<file path="config.mk">
export PLATFORM = sky130hd
export DESIGN_NAME = ascirq_core
export DESIGN_NICKNAME = d
export VERILOG_FILES = /design/src/ascirq_pkg.sv /design/src/ascirq_sync.sv /design/src/ascirq_core.sv
export VERILOG_INCLUDE_DIRS = /design/src
export SDC_FILE = /design/constraint.sdc
export NUM_CORES = 1
export LEC_CHECK = 0
export BUFFER_PORTS_ARGS = -buffer_cell sky130_fd_sc_hd__buf_2
export CORE_UTILIZATION = 56
export DETAILED_ROUTE_END_ITERATION = 16
export PLACE_DENSITY = 0.94
export RECOVER_POWER = 100
export SYNTH_ARGS = -nofsm -noshare
export SYNTH_HDL_FRONTEND = slang
export SYNTH_HIERARCHICAL = 1
export SYNTH_SLANG_ARGS = --single-unit
</file>
<file path="constraint.sdc">
create_clock -name mclk -period 4.5 [get_ports mclk]
set_input_delay 0.225 -clock mclk [delete_from_list [all_inputs] [get_ports mclk]]
set_output_delay 0.225 -clock mclk [all_outputs]
set_load 0.02 [all_outputs]
</file>
<file path="src/ascirq_defines.svh">
`ifndef ASCIRQ_DEFINES_SVH
`define ASCIRQ_DEFINES_SVH
// bit clock to frame sync ratio and half-frame toggle point
`define ASCIRQ_BITS_PER_FRAME   7'h40
`define ASCIRQ_HALF_FRAME       6'h20
// divider field width and reset value (ratio 2)
`define ASCIRQ_DIV_W            9
`define ASCIRQ_DIV_RESET        9'h001
// fifo level field width
`define ASCIRQ_LVL_W            6
// figures of the clocking scheme, in their own units
`define ASCIRQ_INT_REF_KHZ      12000
`define ASCIRQ_ACLINK_BCLK_KHZ  12288
`define ASCIRQ_NATIVE_RATE_HZ   48000
`define ASCIRQ_MCLK_MHZ         50
`endif

</file>
<file path="src/ascirq_pkg.sv">
package ascirq_pkg;
    // serial link formats
    typedef enum logic [1:0] {
        ASCIRQ_FMT_I2S_EXT,
        ASCIRQ_FMT_ACLINK,
        ASCIRQ_FMT_INTERNAL
    } ascirq_fmt_e;
    // bit clock generator states
    typedef enum logic [1:0] {
        ASCIRQ_ST_STOPPED,
        ASCIRQ_ST_RUN
    } ascirq_gen_e;
endpackage : ascirq_pkg

</file>
<file path="src/ascirq_sync.sv">
`include "ascirq_defines.svh"
// three-stage synchroniser; a change counts once stages two and three agree
module ascirq_sync (
    input  wire logic mclk,
    input  wire logic rst,
    input  wire logic din,
    output logic      dout
);
    logic s1_reg;
    logic s2_reg;
    logic s3_reg;
    logic out_reg;
    logic out_next;

    // filtered level update
    always_comb begin
        out_next = out_reg;
        if (s2_reg == s3_reg) begin
            out_next = s3_reg;
        end
    end

    // shift chain; first stage feeds only the second
    always_ff @(posedge mclk) begin
        if (rst) begin
            s1_reg  <= 1'b0;
            s2_reg  <= 1'b0;
            s3_reg  <= 1'b0;
            out_reg <= 1'b0;
        end else begin
            s1_reg  <= din;
            s2_reg  <= s1_reg;
            s3_reg  <= s2_reg;
            out_reg <= out_next;
        end
    end

    assign dout = out_reg;
endmodule : ascirq_sync

</file>
<file path="src/ascirq_core.sv">
`include "ascirq_defines.svh"
module ascirq_core #(
    parameter int DIV_W = `ASCIRQ_DIV_W,
    parameter int LVL_W = `ASCIRQ_LVL_W,
    parameter int SAMPLE_W = 24
) (
    input  wire logic                 mclk,
    input  wire logic                 rst,
    input  wire ascirq_pkg::ascirq_fmt_e link_format,
    input  wire logic                 bit_clock_direction,
    input  wire logic [DIV_W-1:0]     bit_clock_divider,
    input  wire logic                 bit_clock_stop,
    input  wire logic                 codec_master_clock,
    input  wire logic                 ref_12mhz_in,
    output logic                      ref_12mhz_out,
    input  wire logic                 bit_clock_in,
    output logic                      bit_clock_out,
    output logic                      bit_clock_oe,
    input  wire logic                 channel_select_clock_in,
    output logic                      channel_select_clock_out,
    output logic                      channel_select_clock_oe,
    output logic                      bit_clock_enabled,
    input  wire logic                 serializer_active,
    output logic                      serializer_busy,
    input  wire logic [LVL_W-1:0]     tx_fifo_level,
    input  wire logic [LVL_W-1:0]     rx_fifo_level,
    input  wire logic [LVL_W-1:0]     tx_fifo_threshold,
    input  wire logic [LVL_W-1:0]     rx_fifo_threshold,
    input  wire logic                 tx_fifo_empty,
    input  wire logic                 tx_sample_valid,
    input  wire logic [SAMPLE_W-1:0]  tx_sample,
    input  wire logic                 rx_push_when_full,
    input  wire logic                 underrun_send_last,
    input  wire logic                 tx_slot_strobe,
    output logic [SAMPLE_W-1:0]       tx_link_sample,
    input  wire logic                 cmd_sent_event,
    input  wire logic                 status_rx_event,
    input  wire logic                 status_timeout_event,
    input  wire logic                 clear_tx_underrun,
    input  wire logic                 clear_rx_overrun,
    input  wire logic                 clear_ac_events,
    input  wire logic [6:0]           irq_enable,
    input  wire logic                 tx_dma_enable,
    input  wire logic                 rx_dma_enable,
    output logic                      rx_fifo_service_flag,
    output logic                      tx_fifo_service_flag,
    output logic                      tx_underrun_flag,
    output logic                      rx_overrun_flag,
    output logic                      command_sent_flag,
    output logic                      status_received_flag,
    output logic                      status_read_timeout_flag,
    output logic                      tx_dma_req,
    output logic                      rx_dma_req,
    output logic                      irq
);
    logic                 mclk_sync;
    logic                 bclk_sync;
    logic                 lrclk_sync;
    logic                 mclk_prev_reg;
    logic                 mclk_prev_next;
    logic                 bclk_prev_reg;
    logic                 bclk_prev_next;
    ascirq_pkg::ascirq_gen_e st_reg;
    ascirq_pkg::ascirq_gen_e st_next;
    logic [DIV_W-1:0]     div_reg;
    logic [DIV_W-1:0]     div_next;
    logic [DIV_W-1:0]     cnt_reg;
    logic [DIV_W-1:0]     cnt_next;
    logic                 bclk_reg;
    logic                 bclk_next;
    logic [5:0]           bitcnt_reg;
    logic [5:0]           bitcnt_next;
    logic                 fs_reg;
    logic                 fs_next;
    logic [4:0]           flag_reg;
    logic [4:0]           flag_next;
    logic [SAMPLE_W-1:0]  last_reg;
    logic [SAMPLE_W-1:0]  last_next;
    logic [SAMPLE_W-1:0]  txo_reg;
    logic [SAMPLE_W-1:0]  txo_next;
    logic                 rfs_reg;
    logic                 rfs_next;
    logic                 tfs_reg;
    logic                 tfs_next;
    logic                 master_edge;
    logic                 internal_src;

    // pin inputs from foreign clocks
    ascirq_sync u_sync_mclk (.mclk(mclk), .rst(rst), .din(codec_master_clock), .dout(mclk_sync));
    ascirq_sync u_sync_bclk (.mclk(mclk), .rst(rst), .din(bit_clock_in), .dout(bclk_sync));
    ascirq_sync u_sync_lr   (.mclk(mclk), .rst(rst), .din(channel_select_clock_in),
                             .dout(lrclk_sync));

    // reference passthrough for the internal codec
    assign ref_12mhz_out = (link_format == ascirq_pkg::ASCIRQ_FMT_INTERNAL) ? ref_12mhz_in
                                                                            : 1'b0;
    // bit clock driven only in i2s mode with internal source
    assign internal_src  = (link_format == ascirq_pkg::ASCIRQ_FMT_I2S_EXT) &&
                           bit_clock_direction;
    assign bit_clock_oe  = internal_src && (st_reg == ascirq_pkg::ASCIRQ_ST_RUN);
    assign bit_clock_out = bclk_reg;
    assign channel_select_clock_oe  = bit_clock_oe;
    assign channel_select_clock_out = fs_reg;
    assign bit_clock_enabled = (st_reg == ascirq_pkg::ASCIRQ_ST_RUN);
    assign serializer_busy   = serializer_active || (bitcnt_reg != 6'h00);
    assign master_edge = mclk_sync && !mclk_prev_reg;

    // bit clock divider from the master clock, frame sync by 64
    always_comb begin
        st_next        = st_reg;
        div_next       = div_reg;
        cnt_next       = cnt_reg;
        bclk_next      = bclk_reg;
        bitcnt_next    = bitcnt_reg;
        fs_next        = fs_reg;
        mclk_prev_next = mclk_sync;
        bclk_prev_next = bclk_sync;
        case (st_reg)
            ascirq_pkg::ASCIRQ_ST_STOPPED: begin
                div_next    = bit_clock_divider;
                cnt_next    = '0;
                bclk_next   = 1'b0;
                bitcnt_next = 6'h00;
                fs_next     = 1'b0;
                if (!bit_clock_stop) begin
                    st_next = ascirq_pkg::ASCIRQ_ST_RUN;
                end
            end
            ascirq_pkg::ASCIRQ_ST_RUN: begin
                if (bit_clock_stop) begin
                    // drop the clock at once so it never moves while stopped
                    st_next   = ascirq_pkg::ASCIRQ_ST_STOPPED;
                    bclk_next = 1'b0;
                end else if (internal_src && master_edge) begin
                    // ratio = field + 1, split high/low halves
                    if (cnt_reg == div_reg) begin
                        cnt_next  = '0;
                        bclk_next = 1'b0;
                        bitcnt_next = bitcnt_reg + 6'h01;
                        if (bitcnt_reg == 6'h1f || bitcnt_reg == 6'h3f) begin
                            fs_next = ~fs_reg;
                        end
                    end else begin
                        cnt_next = cnt_reg + {{(DIV_W-1){1'b0}}, 1'b1};
                        if (cnt_reg == (div_reg >> 1)) begin
                            bclk_next = 1'b1;
                        end
                    end
                end else if (!internal_src) begin
                    // received clocks: count bit clock falls, mirror frame sync
                    fs_next = lrclk_sync;
                    if (!bclk_sync && bclk_prev_reg) begin
                        bitcnt_next = bitcnt_reg + 6'h01;
                    end
                end
            end
            default: st_next = ascirq_pkg::ASCIRQ_ST_STOPPED;
        endcase
    end

    always_ff @(posedge mclk) begin
        if (rst) begin
            st_reg        <= ascirq_pkg::ASCIRQ_ST_STOPPED;
            div_reg       <= DIV_W'(`ASCIRQ_DIV_RESET);
            cnt_reg       <= '0;
            bclk_reg      <= 1'b0;
            bitcnt_reg    <= 6'h00;
            fs_reg        <= 1'b0;
            mclk_prev_reg <= 1'b0;
            bclk_prev_reg <= 1'b0;
        end else begin
            st_reg        <= st_next;
            div_reg       <= div_next;
            cnt_reg       <= cnt_next;
            bclk_reg      <= bclk_next;
            bitcnt_reg    <= bitcnt_next;
            fs_reg        <= fs_next;
            mclk_prev_reg <= mclk_prev_next;
            bclk_prev_reg <= bclk_prev_next;
        end
    end

    // sticky flags: set wins over clear
    always_comb begin
        flag_next = flag_reg;
        if (clear_tx_underrun) flag_next[0] = 1'b0;
        if (clear_rx_overrun)  flag_next[1] = 1'b0;
        if (clear_ac_events)   flag_next[4:2] = 3'h0;
        if (tx_slot_strobe && tx_fifo_empty) flag_next[0] = 1'b1;
        if (rx_push_when_full) flag_next[1] = 1'b1;
        if (link_format == ascirq_pkg::ASCIRQ_FMT_ACLINK) begin
            if (cmd_sent_event)       flag_next[2] = 1'b1;
            if (status_rx_event)      flag_next[3] = 1'b1;
            if (status_timeout_event) flag_next[4] = 1'b1;
        end
        // fifo service levels from thresholds
        tfs_next = (tx_fifo_level <= tx_fifo_threshold);
        rfs_next = (rx_fifo_level >= rx_fifo_threshold) && (rx_fifo_level != '0);
    end

    // underrun sample: zero or last one sent
    always_comb begin
        last_next = last_reg;
        txo_next  = txo_reg;
        if (tx_slot_strobe) begin
            if (tx_sample_valid) begin
                last_next = tx_sample;
                txo_next  = tx_sample;
            end else begin
                txo_next = underrun_send_last ? last_reg : '0;
            end
        end
    end

    always_ff @(posedge mclk) begin
        if (rst) begin
            flag_reg <= 5'h00;
            tfs_reg  <= 1'b0;
            rfs_reg  <= 1'b0;
            last_reg <= '0;
            txo_reg  <= '0;
        end else begin
            flag_reg <= flag_next;
            tfs_reg  <= tfs_next;
            rfs_reg  <= rfs_next;
            last_reg <= last_next;
            txo_reg  <= txo_next;
        end
    end

    assign tx_link_sample           = txo_reg;
    assign tx_fifo_service_flag     = tfs_reg;
    assign rx_fifo_service_flag     = rfs_reg;
    assign tx_underrun_flag         = flag_reg[0];
    assign rx_overrun_flag          = flag_reg[1];
    assign command_sent_flag        = flag_reg[2];
    assign status_received_flag     = flag_reg[3];
    assign status_read_timeout_flag = flag_reg[4];
    assign tx_dma_req = tfs_reg && tx_dma_enable;
    assign rx_dma_req = rfs_reg && rx_dma_enable;
    // enable bits: 0 rfs,1 tfs,2 tur,3 ror,4 cadt,5 sadr,6 rsto
    assign irq = |({flag_reg[4:0], tfs_reg, rfs_reg} & irq_enable);
endmodule : ascirq_core

</file>
==> metrics.md <==
| Metric | Value |
|---|---|
| Storage cell area | `1920 µm²` |
| Multi-input combinational cell area | `2320 µm²` |
| First-pass GRT wire length | `18100 µm` |
| Largest net degree at the start of global routing | `52` |
| Nets | `775` |
| Hold buffers post-CTS | `0` |
| Setup Skew | `0.00847 ns` |
| Postcts setup bufs | `0` |
| Hold WC Path Type | `in2reg` |
| Diodes inserted | `0` |
| Util after Layout | `67.5%` |
| Final Non-Filler Cells | `777` |
| Cell count after synthesis | `562` |
| Fin. Hold Viols | `0` |
| Wire length per cell | `14.3 µm` |
| CORE AREA | `7730 µm²` |
| Detailed Routing Iterations Pass 1 | `7` |
| Measured slew at the worst slew-check pin | `2.22 ns` |
| Commonest non-fill, non-tap cells in the layout | `nand2_1 (115), dfxtp_1 (96), buf_2 (86)` |
| I/O Pins | `129` |
| Worst-skew pair later-pin latency | `0.35 ns` |
| Worst reg2reg setup slack | `1.33 ns` |
| Main synth FF type | `dfxtp_1` |
| Clk pin slew, worst setup/hold paths | `0.09 ns` |
| Worst endpoint data arrival time | `3.48 ns` |
| Post-synth EDFFs | `0` |
| Final min period | `3.17 ns` |
| DR vias | `4357` |
| Leak pwr | `0.00213 µW` |
| Max_cap viols | `2` |
| Placement Rows | `32` |
| Hold endpoint | `u_sync_lr/s1_reg$_SDFF_PP0_` |
| Htree depth | `3` |
| Critical Path RT | `4.80 ns` |
| Synth cell types | `46` |
| Netlist Area Pre-Place | `4460 µm²` |
| RSZ-0062 raised after global routing | `false` |
| Global placement routability congestion | `0.930` |
| Dpl cells | `761` |
| Worst vdd ir | `0.317 mV` |
| HP Start | `channel_select_clock_in` |
| Flops & latches, synth | `96` |
| Drt drc | `0` |
| Layout cells sized above 1 | `15.3%` |
| Total power | `1860 µW` |
| Vias in the first global route | `4155` |
| HPWL after DPL | `7930 µm` |
| Seq/Total Area, Yosys | `43.1%` |
| Power per cell area | `357 nW/µm²` |
| Critical Path Start Type | `register` |
| Syn avg cell area | `7.94 µm²` |
| Synth area leaders | `dfxtp_1 (43%), nand2_1 (9.7%), ha_1 (4.8%), a21oi_1 (4.7%), nor2_1 (4.3%)` |
| Finish-stage setup viols | `0` |
| Worst hold stages | `2` |
| Synth warn | `6` |
| DRT antenna net count | `0` |
| Endpoint type of the worst setup path | `register` |
| Max Fclk | `315 MHz` |
| Most common cell after layout, fill and taps aside | `nand2_1` |
| Clk sink count | `96` |
| Post-Route WL | `11100 µm` |
| Synth async-reset ratio | `0%` |
| Max-slew violations | `104` |
| Worst r2r src | `st_reg[0]$_SDFFE_PP0P_` |
| Antenna violations before repair | `0` |
| TritonCTS Buffers | `9` |
| # port buffers | `128` |
| Worst Setup Path Type | `reg2reg` |
| Final Cycle Share | `70.5%` |
| Initial Utilization | `57.7%` |
| Setup TNS | `0 ns` |
| Die height | `91.3 µm` |
| Run status | `finished, violations left` |
| Cell taking the most area after synthesis | `dfxtp_1` |
| Post-CTS sizing | `0` |
| Max Root-Sink Buffers | `2` |
| # fillers | `655` |
| Reg-to-Reg End | `cnt_reg[3]$_SDFFE_PP0P_` |
| Syn-to-layout area delta | `16.9%` |
| GRT Residual Overflow | `0` |
| Clk root buf | `clkbuf_8` |
| Full die area | `8330 µm²` |
| Worst-path fanout max | `28` |
| Failing checks | `capacitance limit, slew limit` |
| Iteration-0 DRC Markers | `179` |
| TritonCTS clock tree | `yes` |
| All-Layer GR Usage | `26.8%` |
| Reg2Reg Depth | `5` |
| Die width | `91.3 µm` |
| Vias per inst | `5.61` |
| Synth top area share | `43.1%` |
| Max_slew headroom | `-47.8%` |
| Net Count, Synth | `667` |
worst max-delay path by stage:
stage	startpoint	end	slack (ns)	depth (start not counted)
after floorplan	st_reg[0]$_SDFFE_PP0P_	bitcnt_reg[1]$_SDFFE_PP0P_	2.13	7
after global placement	bit_clock_stop	bitcnt_reg[3]$_SDFFE_PP0P_	2.24	8
after detailed placement	bit_clock_stop	bitcnt_reg[4]$_SDFFE_PP0P_	2.14	8
after CTS	u_sync_mclk/dout$_SDFFE_PP0N_	bitcnt_reg[4]$_SDFFE_PP0P_	2.20	6
after global routing	st_reg[0]$_SDFFE_PP0P_	cnt_reg[3]$_SDFFE_PP0P_	1.06	5
final	st_reg[0]$_SDFFE_PP0P_	cnt_reg[3]$_SDFFE_PP0P_	1.33	5
cell usage after synthesis, types with 11 or more instances:
cell / n
a21oi_1: 42
nor2b_1: 17
inv_1: 20
o21ai_0: 38
ha_1: 17
mux2i_1: 11
nor2_1: 51
clkbuf_1: 24
dfxtp_1: 96
nand3_1: 13
o211ai_1: 24
xnor2_1: 17
nand2_1: 115
cells by family (layout without fill, tap and decap cells):
kind of cell	Yosys count	in the layout	synth area share, %
and+or+nand+nor	237	237	24.0
AOI/OAI and AO/OA	130	130	17.2
DFF	96	96	43.1
buffers and inverters	53	166	4.94
xor gates and xnor gates	18	18	3.53
adders and majority gates	17	17	4.77
muxes	11	11	2.47
power breakdown:
part | total [µW] | internal, µW | switching [µW]
registers | 949 | 904 | 44.4
logic | 418 | 164 | 254
clock network | 497 | 205 | 292
total | 1860 | 1270 | 591
layout make-up:
class,instances,share of cell area [%]
timing repair buffer,130,11.5
sequential,96,36.9
inverter,20,1.44
clock buffer,11,2.52
clock inverter,5,0.792
tap,102,2.45
multi-input combinational,413,44.5
worst max-delay path, stage by stage (launching register included):
cell,delay [ns]
dfxtp_1,0.33
clkbuf_1,0.99
o311ai_0,0.81
or2_0,0.50
or3b_1,0.42
nand2_1,0.07
per-stage QoR:
stage               instance area [µm²]  worst slack [ns]  hold WS (ns)
finish                             5220              1.33        0.0835
global route                       5220              1.06        0.0713
CTS                                5270              2.20        0.0649
detailed placement                 5100              2.14         0.422
global placement                   5100              2.24         0.425
floorplan                          4460              2.13         0.294
per-layer routing:
layer	track usage, %	wire length, µm
met5	0	0
met4	10.4	272
met3	6.45	687
met2	49.5	5640
met1	29.4	4540
No activity file was read; power rests on OpenSTA's default activity.
